`src/period_timer_pkg.sv`:
```
// Package: register map, field layout, reset values and timing for the period timer
package period_timer_pkg;
  // ==========================================================================
  // Register byte offsets
  localparam logic [3:0] OFF_CONTROL = 4'h0;
  localparam logic [3:0] OFF_PERIOD = 4'h4;
  localparam logic [3:0] OFF_COUNT = 4'h8;
  localparam logic [3:0] OFF_IRQ_STATUS = 4'hC;
  // Mask register sits past the first nibble of the map
  localparam logic [4:0] OFF_IRQ_MASK = 5'h10;
  // ==========================================================================
  // Control field positions
  localparam int CTL_PRE_LSB = 0;
  localparam int CTL_RUN_BIT = 2;
  localparam int CTL_POST_LSB = 3;
  localparam logic [7:0] CTL_WRITE_MASK = 8'h7F;
  // ==========================================================================
  // Reset values
  localparam logic [7:0] RST_CONTROL = 8'h00;
  localparam logic [7:0] RST_PERIOD = 8'hFF;
  localparam logic [7:0] RST_COUNT = 8'h00;
  // ==========================================================================
  // Timing: instruction clock is the system clock divided by four
  localparam int INSTR_DIV = 4;
  // Prescale terminal counts (divide minus one) for codes 00..11
  localparam logic [5:0] PRE_TC_1 = 6'h00;
  localparam logic [5:0] PRE_TC_4 = 6'h03;
  localparam logic [5:0] PRE_TC_16 = 6'h0F;
  localparam logic [5:0] PRE_TC_64 = 6'h3F;
  // ==========================================================================
  // Bus responses
  localparam logic [1:0] RESP_OKAY = 2'h0;
  localparam logic [1:0] RESP_SLVERR = 2'h2;
endpackage

```
`src/scaler_if.sv`:
```
// Interface: control between register block and the scaler chain
`timescale 1ns/1ps
interface scaler_if;
  logic tick;
  logic clear;
  logic [1:0] preSel;
  logic [3:0] postSel;
  logic match;
  logic postOut;
  modport core (input tick, input clear, input preSel, input postSel, input match,
    output postOut);
  modport ctl (output tick, output clear, output preSel, output postSel, output match,
    input postOut);
endinterface
```
`src/period_timer.sv`:
```
// Top: 8-bit period timer with prescaler, postscaler and AXI4-Lite registers
//
// The placing of the registers and the AXI4-Lite interface to the registers were left to the implementer.
`timescale 1ns/1ps
// How it works
// - Postscale field bits 6..3 divides match pulses by field plus one.
// - Control bit 2 runs the timer; clear stops it holding count.
// - Control bit 7 ignores writes and reads zero.
// - Separate period register holds the terminal compare value.
// - Count increments per prescaled tick; at period, match pulse then wraps to zero.
// - Postscaler output sets sticky flag; it interrupts only when enabled.
// - Reset, count write and control write clear both scalers; control write keeps count.
// - Reset clears count and loads period with FFh.
module period_timer
  import period_timer_pkg::*;
(
  // Clock, reset, enable
  input wire logic mclk,
  input wire logic sys_rst,
  input wire logic clkEn,
  // AXI4-Lite write address
  input wire logic [4:0] s_axi_awaddr,
  input wire logic s_axi_awvalid,
  output logic s_axi_awready,
  // AXI4-Lite write data
  input wire logic [31:0] s_axi_wdata,
  input wire logic [3:0] s_axi_wstrb,
  input wire logic s_axi_wvalid,
  output logic s_axi_wready,
  // AXI4-Lite write response
  output logic [1:0] s_axi_bresp,
  output logic s_axi_bvalid,
  input wire logic s_axi_bready,
  // AXI4-Lite read address
  input wire logic [4:0] s_axi_araddr,
  input wire logic s_axi_arvalid,
  output logic s_axi_arready,
  // AXI4-Lite read data
  output logic [31:0] s_axi_rdata,
  output logic [1:0] s_axi_rresp,
  output logic s_axi_rvalid,
  input wire logic s_axi_rready,
  // Timer outputs
  output logic periodMatchPulse,
  output logic irq
);
  scaler_if sc ();

  logic [7:0] timerControl;
  logic [7:0] timerPeriod;
  logic [7:0] timerCount;
  logic matchIrqFlag;
  logic matchIrqEnable;
  logic [1:0] instrDiv;
  logic countEn;
  logic awHeld;
  logic wHeld;
  logic [4:0] awAddr;
  logic [31:0] wData;
  logic [3:0] wStrb;

  // ==========================================================================
  // Instruction clock tick: one mclk in four
  assign sc.tick = clkEn && (instrDiv == 2'(INSTR_DIV - 1));
  always_ff @(posedge mclk) begin
    if (sys_rst) begin
      instrDiv <= 2'h0;
    end else if (clkEn) begin
      instrDiv <= instrDiv + 2'h1;
    end
  end

  // ==========================================================================
  // Write channel: address and data taken in either order, then one response
  wire wrGo = awHeld && wHeld && !s_axi_bvalid;
  wire lane0 = wStrb[0];
  wire wrControl = wrGo && lane0 && (awAddr == {1'b0, OFF_CONTROL});
  wire wrPeriod = wrGo && lane0 && (awAddr == {1'b0, OFF_PERIOD});
  wire wrCount = wrGo && lane0 && (awAddr == {1'b0, OFF_COUNT});
  wire wrMask = wrGo && lane0 && (awAddr == OFF_IRQ_MASK);
  wire wrHit = (awAddr == {1'b0, OFF_CONTROL}) || (awAddr == {1'b0, OFF_PERIOD}) ||
    (awAddr == {1'b0, OFF_COUNT}) || (awAddr == {1'b0, OFF_IRQ_STATUS}) ||
    (awAddr == OFF_IRQ_MASK);
  assign s_axi_awready = !awHeld;
  assign s_axi_wready = !wHeld;

  always_ff @(posedge mclk) begin
    if (sys_rst) begin
      awHeld <= 1'b0;
      awAddr <= 5'h00;
    end else if (s_axi_awvalid && !awHeld) begin
      awHeld <= 1'b1;
      awAddr <= {s_axi_awaddr[4:2], 2'h0};
    end else if (wrGo) begin
      awHeld <= 1'b0;
    end
  end

  always_ff @(posedge mclk) begin
    if (sys_rst) begin
      wHeld <= 1'b0;
      wData <= 32'h0000_0000;
      wStrb <= 4'h0;
    end else if (s_axi_wvalid && !wHeld) begin
      wHeld <= 1'b1;
      wData <= s_axi_wdata;
      wStrb <= s_axi_wstrb;
    end else if (wrGo) begin
      wHeld <= 1'b0;
    end
  end

  always_ff @(posedge mclk) begin
    if (sys_rst) begin
      s_axi_bvalid <= 1'b0;
      s_axi_bresp <= RESP_OKAY;
    end else if (wrGo) begin
      s_axi_bvalid <= 1'b1;
      s_axi_bresp <= wrHit ? RESP_OKAY : RESP_SLVERR;
    end else if (s_axi_bready) begin
      s_axi_bvalid <= 1'b0;
    end
  end

  // ==========================================================================
  // Registers written by software; the bus is never frozen by clkEn
  always_ff @(posedge mclk) begin
    if (sys_rst) begin
      timerControl <= RST_CONTROL;
      timerPeriod <= RST_PERIOD;
      matchIrqEnable <= 1'b0;
    end else begin
      if (wrControl) begin
        timerControl <= wData[7:0] & CTL_WRITE_MASK;
      end
      if (wrPeriod) begin
        timerPeriod <= wData[7:0];
      end
      if (wrMask) begin
        matchIrqEnable <= wData[0];
      end
    end
  end

  // ==========================================================================
  // Counter
  assign sc.preSel = timerControl[CTL_PRE_LSB +: 2];
  assign sc.postSel = timerControl[CTL_POST_LSB +: 4];
  assign sc.clear = wrCount || wrControl;
  wire timerRun = timerControl[CTL_RUN_BIT];
  wire atPeriod = (timerCount == timerPeriod);
  // A scaler clear restarts the prescaled clock, so no step in that cycle
  wire stepNow = clkEn && timerRun && countEn && !sc.clear;
  assign sc.match = stepNow && atPeriod;

  always_ff @(posedge mclk) begin
    if (sys_rst) begin
      timerCount <= RST_COUNT;
    end else if (wrCount) begin
      timerCount <= wData[7:0];
    end else if (stepNow) begin
      timerCount <= atPeriod ? 8'h00 : timerCount + 8'h01;
    end
  end

  always_ff @(posedge mclk) begin
    if (sys_rst) begin
      periodMatchPulse <= 1'b0;
    end else if (clkEn) begin
      periodMatchPulse <= sc.match;
    end
  end

  scaler_chain u_scaler (
    .mclk(mclk),
    .sys_rst(sys_rst),
    .clkEn(clkEn),
    .sc(sc),
    .countEn(countEn)
  );

  // ==========================================================================
  // Read channel and interrupt flag
  logic [4:0] arAddr;
  assign arAddr = {s_axi_araddr[4:2], 2'h0};
  assign s_axi_arready = !s_axi_rvalid;
  wire rdGo = s_axi_arvalid && !s_axi_rvalid;
  wire rdStatus = rdGo && (arAddr == {1'b0, OFF_IRQ_STATUS});
  logic [31:0] rdMux;
  logic rdHit;
  always_comb begin
    rdMux = 32'h0000_0000;
    rdHit = 1'b1;
    if (arAddr == {1'b0, OFF_CONTROL}) begin
      rdMux = {24'h000000, timerControl};
    end else if (arAddr == {1'b0, OFF_PERIOD}) begin
      rdMux = {24'h000000, timerPeriod};
    end else if (arAddr == {1'b0, OFF_COUNT}) begin
      rdMux = {24'h000000, timerCount};
    end else if (arAddr == {1'b0, OFF_IRQ_STATUS}) begin
      rdMux = {31'h0000_0000, matchIrqFlag};
    end else if (arAddr == OFF_IRQ_MASK) begin
      rdMux = {31'h0000_0000, matchIrqEnable};
    end else begin
      rdHit = 1'b0;
    end
  end

  always_ff @(posedge mclk) begin
    if (sys_rst) begin
      s_axi_rvalid <= 1'b0;
      s_axi_rdata <= 32'h0000_0000;
      s_axi_rresp <= RESP_OKAY;
    end else if (rdGo) begin
      s_axi_rvalid <= 1'b1;
      s_axi_rdata <= rdMux;
      s_axi_rresp <= rdHit ? RESP_OKAY : RESP_SLVERR;
    end else if (s_axi_rready) begin
      s_axi_rvalid <= 1'b0;
    end
  end

  // Set wins over the clear-on-read so a late match is never lost
  always_ff @(posedge mclk) begin
    if (sys_rst) begin
      matchIrqFlag <= 1'b0;
    end else if (clkEn && sc.postOut) begin
      matchIrqFlag <= 1'b1;
    end else if (rdStatus) begin
      matchIrqFlag <= 1'b0;
    end
  end

  assign irq = matchIrqFlag && matchIrqEnable;

  // ==========================================================================
  // Checks
  property p_run_hold;
    @(posedge mclk) disable iff (sys_rst)
      (!timerRun && !wrCount) |=> (timerCount == $past(timerCount));
  endproperty
  a_run_hold: assert property (p_run_hold) else $error("count moved while stopped");

  property p_bit7_zero;
    @(posedge mclk) disable iff (sys_rst)
      wrControl |=> (timerControl[7] == 1'b0);
  endproperty
  a_bit7_zero: assert property (p_bit7_zero) else $error("control bit 7 set");

  property p_period_wr;
    @(posedge mclk) disable iff (sys_rst)
      wrPeriod |=> (timerPeriod == $past(wData[7:0]));
  endproperty
  a_period_wr: assert property (p_period_wr) else $error("period not written");

  property p_wrap;
    @(posedge mclk) disable iff (sys_rst)
      (sc.match && !wrCount) |=> (timerCount == 8'h00) && periodMatchPulse;
  endproperty
  a_wrap: assert property (p_wrap) else $error("count did not wrap on match");

  property p_flag_set;
    @(posedge mclk) disable iff (sys_rst)
      (clkEn && sc.postOut) |=> matchIrqFlag;
  endproperty
  a_flag_set: assert property (p_flag_set) else $error("flag not set");

  property p_irq_gate;
    @(posedge mclk) disable iff (sys_rst)
      irq |-> matchIrqEnable && matchIrqFlag;
  endproperty
  a_irq_gate: assert property (p_irq_gate) else $error("irq without enable");

  property p_ctl_keeps_count;
    @(posedge mclk) disable iff (sys_rst)
      (wrControl && !wrCount) |=> (timerCount == $past(timerCount));
  endproperty
  a_ctl_keeps_count: assert property (p_ctl_keeps_count) else $error("count hit");

  property p_reset_vals;
    @(posedge mclk) sys_rst |=> (timerCount == 8'h00) && (timerPeriod == 8'hFF);
  endproperty
  a_reset_vals: assert property (p_reset_vals) else $error("bad reset values");

  property p_step_inc;
    @(posedge mclk) disable iff (sys_rst)
      (stepNow && !atPeriod && !wrCount) |=> (timerCount == $past(timerCount) + 8'h01);
  endproperty
  a_step_inc: assert property (p_step_inc) else $error("count did not step");

  property p_flag_hold;
    @(posedge mclk) disable iff (sys_rst)
      (matchIrqFlag && !rdStatus) |=> matchIrqFlag;
  endproperty
  a_flag_hold: assert property (p_flag_hold) else $error("flag dropped without read");

  property p_read_clears;
    @(posedge mclk) disable iff (sys_rst)
      (rdStatus && !(clkEn && sc.postOut)) |=> !matchIrqFlag;
  endproperty
  a_read_clears: assert property (p_read_clears) else $error("flag kept after read");

  c_match: cover property (@(posedge mclk) disable iff (sys_rst) sc.match);
  c_irq: cover property (@(posedge mclk) disable iff (sys_rst) irq);
  c_ctl_running: cover property (@(posedge mclk) disable iff (sys_rst) wrControl && timerRun);
  c_set_and_read: cover property (@(posedge mclk) disable iff (sys_rst)
    sc.postOut && rdStatus);
endmodule

```
`src/scaler_chain.sv`:
```
// Prescaler gate and postscaler counter for the period timer
`timescale 1ns/1ps
module scaler_chain
  import period_timer_pkg::*;
(
  // Clock and reset
  input wire logic mclk,
  input wire logic sys_rst,
  input wire logic clkEn,
  // Control
  scaler_if.core sc,
  // Gated count enable
  output logic countEn
);
  logic [5:0] preCnt;
  logic [3:0] postCnt;
  logic [5:0] preTc;
  logic preWrap;
  logic postWrap;

  assign preTc = (sc.preSel == 2'h0) ? PRE_TC_1 :
                 (sc.preSel == 2'h1) ? PRE_TC_4 :
                 (sc.preSel == 2'h2) ? PRE_TC_16 : PRE_TC_64;
  assign preWrap = (preCnt >= preTc);
  assign countEn = sc.tick && preWrap;
  assign postWrap = (postCnt >= sc.postSel);
  assign sc.postOut = sc.match && postWrap;

  // Clears land even while frozen, because register writes still go through
  always_ff @(posedge mclk) begin
    if (sys_rst || sc.clear) begin
      preCnt <= 6'h00;
    end else if (clkEn && sc.tick) begin
      preCnt <= preWrap ? 6'h00 : preCnt + 6'h01;
    end
  end

  always_ff @(posedge mclk) begin
    if (sys_rst || sc.clear) begin
      postCnt <= 4'h0;
    end else if (clkEn && sc.match) begin
      postCnt <= postWrap ? 4'h0 : postCnt + 4'h1;
    end
  end

  // ==========================================================================
  // Checks
  property p_post_div;
    @(posedge mclk) disable iff (sys_rst)
      (clkEn && sc.postOut && !sc.clear) |=> (postCnt == 4'h0);
  endproperty
  a_post_div: assert property (p_post_div) else $error("postscaler did not wrap");
  property p_pre_gate;
    @(posedge mclk) disable iff (sys_rst)
      countEn |-> (preCnt == preTc);
  endproperty
  a_pre_gate: assert property (p_pre_gate) else $error("count enable off prescale");
endmodule

```
`config.mk`:
```
export PLATFORM = sky130hd
export DESIGN_NAME = period_timer
export DESIGN_NICKNAME = d
export VERILOG_FILES = /design/src/period_timer_pkg.sv /design/src/scaler_if.sv /design/src/period_timer.sv /design/src/scaler_chain.sv
export SDC_FILE = /design/constraint.sdc
export NUM_CORES = 1
export LEC_CHECK = 0
export ABC_AREA = 1
export BUFFER_PORTS_ARGS = -buffer_cell sky130_fd_sc_hd__clkbuf_2
export CELL_PAD_IN_SITES_DETAIL_PLACEMENT = 0
export CELL_PAD_IN_SITES_GLOBAL_PLACEMENT = 2
export CORE_AREA = 4 4 123 125
export CTS_CLUSTER_DIAMETER = 200
export DETAILED_ROUTE_END_ITERATION = 6
export DIE_AREA = 0 0 127 129
export PLACE_DENSITY = 0.83
export RECOVER_POWER = 50
export SETUP_SLACK_MARGIN = 0.5
export SLEW_MARGIN = 25
export SYNTH_ARGS = -nofsm -noshare
export SYNTH_HDL_FRONTEND = slang
export SYNTH_SLANG_ARGS = --single-unit
```
`constraint.sdc`:
```
create_clock -name mclk -period 1.5 [get_ports mclk]
set_input_delay 0 -clock mclk [delete_from_list [all_inputs] [get_ports mclk]]
set_output_delay 0 -clock mclk [all_outputs]
set_load 0.005 [all_outputs]
```
Word-level counts from Yosys, hierarchy flattened --
Index checks and enable logic that the tools add are counted.
Storage, ports and cells: bits in registers 90, latch bits 0, RAM bits 0, bits in read-only memories 0, input port bits 54, output and inout port bits 43, logic and storage cells 108, memories kept 0
Operators by class: add/subtract/negate cells 4, $mul 0, div/mod/pow operators 0, magnitude comparators 2, equal/unequal tests 12, shifts and indexed selects 0, multiplexer cells 29, bitwise gates (word level) 0, reduce and logical (&&, ||, !) cells 42
Operators with widths (number):
- 8-bit 2-to-1 mux | 6
- 6-bit 2-to-1 mux | 4
- 1-bit logical AND | 22
- 1-bit 2-to-1 mux | 16
- 3-bit by 2-bit equality test with 1-bit output (second input constant) | 4
- 2-bit nonzero test | 6
- 5-bit logical NOT | 2
- 8-bit by 1-bit adder with 8-bit output (second input constant) | 1
- 8-bit equality test | 1
- 6-bit by 1-bit adder with 6-bit output (second input constant) | 1
- 3-bit by 1-bit equality test with 1-bit output (second input constant) | 2
- 3-bit equality test (second input constant) | 2
- 6-bit greater-or-equal comparator | 1
- 1-bit logical OR | 6
- 1-bit logical NOT | 5
- 4-bit by 1-bit adder with 4-bit output (second input constant) | 1
- 2-bit equality test (second input constant) | 2
- 4-bit greater-or-equal comparator | 1
- 2-bit 2-to-1 mux | 2
- 4-bit 2-to-1 mux | 1
- 2-bit by 1-bit adder with 2-bit output (second input constant) | 1
- 2-bit by 1-bit equality test with 1-bit output (second input constant) | 1
- 2-bit logical NOT | 1

Depth between registers and ports, before layout --
word-level depth 12, gate-level depth with buffers 15, mapped depth without buffers 15

Hierarchy --
Synthesis repeated with hierarchy kept, for this count alone.
Unflattened totals: cells, all modules 510, area, all modules 3613.5 um2
By module, submodules not included:
- period_timer | times used 1, cells each 393, area each 2816.5 um2, seq. area each 1081.0 um2
- scaler_chain | times used 1, cells each 117, area each 797.0 um2, seq. area each 200.2 um2

Worst setup path before layout --
No wires, ideal clock.
path kind reg2reg, start point register timerControl[0], end point register u_scaler.postCnt[0], library setup time 0.116 ns, arrival 1.510 ns, required time 1.384 ns, setup slack -0.126 ns, stages on the path, launching flop included 15, path buffers 0, period minus slack after synthesis 1.626 ns, cells stage by stage dfxtp_1 -> nor2_1 -> inv_1 -> ha_1 -> inv_1 -> nand2_1 -> nand2_1 -> nand2_1 -> nand2_1 -> nand2_1 -> nand2_2 -> nor2_4 -> nand2_2 -> nand2_1 -> a21oi_1
On the way: cells in the longest elaborated chain, start to end 10, elaborated cells on any way between the ends 12, classes of those cells 1 x order compare; 2 x eq/ne; 3 x mux; 6 x reduce/logical
RTL lines:
- start: declaration | RTL line period_timer.sv:49 | logic [7:0] timerControl;
- start signal: assignment | RTL line period_timer.sv:134 | timerControl <= wData[7:0] & CTL_WRITE_MASK;
- 2-bit equality test | RTL line scaler_chain.sv:23 | (sc.preSel == 2'h2) ? PRE_TC_16 : PRE_TC_64;
- 6-bit 2-to-1 mux | RTL line scaler_chain.sv:23
- 6-bit 2-to-1 mux | RTL line scaler_chain.sv:22 | (sc.preSel == 2'h1) ? PRE_TC_4 :
- 6-bit 2-to-1 mux * | RTL line scaler_chain.sv:21 | assign preTc = (sc.preSel == 2'h0) ? PRE_TC_1 :
- 6-bit greater-or-equal comparator * | RTL line scaler_chain.sv:24 | assign preWrap = (preCnt >= preTc);
- 1-bit logical AND * | RTL line scaler_chain.sv:25 | assign countEn = sc.tick && preWrap;
- 1-bit logical AND * (2 in series) | RTL line period_timer.sv:153 | wire stepNow = clkEn && timerRun && countEn && !sc.clear;
- 1-bit logical AND * | RTL line period_timer.sv:154 | assign sc.match = stepNow && atPeriod;
- 1-bit logical AND * | RTL line scaler_chain.sv:41 | end else if (clkEn && sc.match) begin
- end signal: assignment | RTL line scaler_chain.sv:42 | postCnt <= postWrap ? 4'h0 : postCnt + 4'h1;
- end: declaration | RTL line scaler_chain.sv:16 | logic [3:0] postCnt;
Mark *: on every way between the ends. The rest lies on a longest branch, timed or not. A chain may end at the register's enable or synchronous reset.

Worst setup path in the final report --
start point register timerControl[1], end point register timerCount[2]
On the way: cells in the longest elaborated chain, start to end 9, elaborated cells on any way between the ends 11, classes of those cells 1 x order compare; 2 x eq/ne; 3 x mux; 5 x reduce/logical
RTL lines:
- 2-bit equality test | RTL line scaler_chain.sv:23
- 6-bit 2-to-1 mux | RTL line scaler_chain.sv:23
- 6-bit 2-to-1 mux | RTL line scaler_chain.sv:22
- 6-bit 2-to-1 mux * | RTL line scaler_chain.sv:21
- 6-bit greater-or-equal comparator * | RTL line scaler_chain.sv:24
- 1-bit logical AND * | RTL line scaler_chain.sv:25
- 1-bit logical AND * (2 in series) | RTL line period_timer.sv:153
- 2-bit nonzero test (no line) *
- end signal: assignment | RTL line period_timer.sv:160 | timerCount <= wData[7:0];
- end signal: assignment | RTL line period_timer.sv:162 | timerCount <= atPeriod ? 8'h00 : timerCount + 8'h01;
- end: declaration | RTL line period_timer.sv:51 | logic [7:0] timerCount;
Marks and branches as above.

==> reports/metrics.csv <==
stage,metric,value,unit
setup_path,cp-end-kind,register,
final_layout,diodes,0,
yosys,syn_avg_cell_area,7.19,sq um
place,dp_slack,-0.206,ns
drt,routed_wl,10.0,mm
drt,vias_per_cell,4.31,
sta,finalSetupTns,-3.14,ns
yosys,synth_area,3570,sq um
final_layout,area_growth,43.8,%
sta,tightestPinTransition,0.505,ns
yosys,syn_inst,497,
final_layout,drive_gt1_share,33.6,%
worst_hold_path,hold_path.class,in -> reg,
final_layout,design_area,5140,sq um
grt,grt_overflow,0,
yosys,synth_adder_area_share,4.90,%
grt,grt_pass1_vias,3311,
sta,grt_setup_unrepaired,yes,
floorplan,start_util,25.7,%
clock_tree,cts_buffers,9,
flow_run,max_cap_viol_count,0,
setup_path,cp_data_required_time,1.76,ns
grt,grt_antenna_before_repair,0,
yosys,synth-seq-area-share,35.9,%
pwr,p_per_area,907,nW/um^2
yosys,synthMuxAreaShare,0,%
drt,dr_total_vias,3381,
final_layout,final_net_count,667,
yosys,synthXorXnorAreaFrac,2.94,%
place,dpl_cell_area,4060,sq um
yosys,synth.area.top_cells,"dfxtp_1 36%, nand2_1 9.4%, a21oi_1 6.3%",
grt,grt_max_degree,24,
floorplan,dieHeight,129,um
pwr,report.power.total,4.66,mW
drt,drtIter0Drc,152,
final_layout,layout_common_cells,"80 x nand2_1, 52 x dfxtp_1, 44 x inv_1",
place,portBuffers,39,
setup_path,arrival,1.98,ns
drt,drc,0,
yosys,synth_top_area_share,35.9,%
grt,grt_first_pass_wirelength,16.3,mm
place,hpwl,7.06,mm
drt,firstDrtPassIters,4,
clock_tree,clk_latency,0.34,ns
sta,slew_headroom,66.2,%
sta,period_share,115,%
clock_tree,tritoncts,yes,
sta,skew,0.00691,ns
yosys,synth_top_family_by_area,simple AND/OR/NAND/NOR gates,
clock_tree,cts_max_level,3,
pwr,leakagePower,2.25,nW
clock_tree,cts_root_buf,clkbuf_16,
clock_tree,clock_sinks,64,
yosys,ys_ff_latch,64,
drt,wl_per_cell,12.8,um
sta,final_max_slew_viol_count,0,
yosys,yosys.area_share.simple,27.8,%
floorplan,core,13900,sq um
sta,period_needed,1.73,ns
setup_path,cp_max_fo,8,
final_layout,final.fill_count,1517,
sta,fin_ws,-0.226,ns
final_layout,post-route-util,37.0,%
setup_path,crit_type,reg -> reg,
setup_path,cp-start-kind,register,
sta,setup_viol_count_final,24,
sta,whs,0.0299,ns
yosys,synth_cell_types,40,
floorplan,die-area,16400,sq um
sta,finalHoldViolCount,0,
pwr,ir_drop,464,uV
clock_tree,clk_pin_slew,0.05,ns
place,gp_congestion,0.826,
drt,ant_nets,0,
final_layout,fin_cells,784,
clock_tree,cts_buffer_depth,2,
grt,grt_usage,12.5,%
floorplan,die_width,127,um
yosys,synth_warnings,0,
place,dp.cells,726,
yosys,synth_area_leader_cell,dfxtp_1,
final_layout,final_common_cell,nand2_1,
sta,timing.fmax,579,MHz
yosys,synth_compound_area_share,14.4,%
floorplan,rows,43,
status,status,"finished, violations left",
floorplan,io_pins,97,
status,violations,setup timing,
[path summary, 6_finish.rpt]
check	start	cells after the start	slack, ns	end
max	timerControl[1]	13	-0.23	timerCount[2]
min reg2reg	s_axi_rdata[7]	2	0.48	s_axi_rdata[7]
max reg2reg	timerControl[1]	13	-0.23	timerCount[2]
min	clkEn	3	0.03	u_scaler.preCnt[1]
[state kept, by name (all words and copies together) (netlist names)]
name and flops:
s_axi_rresp 1, awHeld 1, s_axi_bresp 1, matchIrqFlag 1, instrDiv 2, timerControl 7, s_axi_bvalid 1, u_scaler.postCnt 4
timerPeriod 8, wStrb 1, periodMatchPulse 1, timerCount 8, matchIrqEnable 1, wData 8, awAddr 3, s_axi_rdata 8
u_scaler.preCnt 6, s_axi_rvalid 1, wHeld 1
[layer usage]
layer	part of all wire, %	vias to the layer above	track usage (%)
met5	0	-	0
met4	1.5	0	4.16
met3	3.4	13	3.07
met2	48	54	20.8
met1	47	1543	16.0
li1	-	1771	-
[report_power, final]
group	total [mW]	switching (mW)	internal (mW)	leakage (nW)
clock network	2.33	0.829	1.50	0.155
registers	1.83	0.0699	1.76	0.528
logic	0.500	0.280	0.220	1.56
[worst max-delay path, cell delays in order, from the launching register on]
cell     delay [ns]
dfxtp_4        0.36
nor2_4         0.11
inv_2          0.05
ha_4           0.25
inv_2          0.02
nand2_1        0.04
nand2_1        0.04
nand2_1        0.05
nand2_1        0.06
nand2_2        0.08
nand2_4        0.08
o21ai_4        0.27
nand2_1        0.09
a21oi_1        0.14
[cells by family (layout without fill, tap and decap cells)]
kind of cell / Yosys count / in the layout
XOR/XNOR: 12 / 12
other: 1 / 26
adder cells (fa/ha/maj): 14 / 14
AND/OR/NAND/NOR: 213 / 213
flip-flops: 64 / 64
buffers and inverters: 99 / 181
AO/OA/AOI/OAI: 94 / 94
[cell usage after synthesis, drive strengths merged]
cell type and instances:
a211oi 1, a21o 1, a21oi 45, buf 33, clkbuf 4, clkinv 2
conb 1, dfxtp 64, ha 14, inv 60, nand2 97, nand3 39
nand3b 1, nand4 4, nor2 65, nor3 4, nor3b 1, nor4 2
o211a 1, o21a 1, o21ai 37, o21bai 1, o221ai 2, o22ai 5
xnor2 6, xor2 6
[cell type report]
cell class | count | area [sq um] | share of cell area (%)
clock inverter | 6 | 92.6 | 1.80
clock buffer | 10 | 239 | 4.65
inverter | 62 | 264 | 5.14
multi-input combinational | 359 | 2210 | 43.0
timing repair buffer | 100 | 774 | 15.1
tap | 180 | 225 | 4.38
timing repair inverter | 3 | 23.8 | 0.463
sequential | 64 | 1310 | 25.5
[timing repair]
action / in CTS / in global routing
gates resized for setup: 73 / 68
cloned: 2 / 1
pin swaps: 23 / 31
hold buffers: 19 / 0
hold endpoints to repair: 21 / 0
endpoints found under the setup margin: 53 / 56
buffers inserted: 14 / 6
Note: power is estimated with default switching activity, not from simulation.
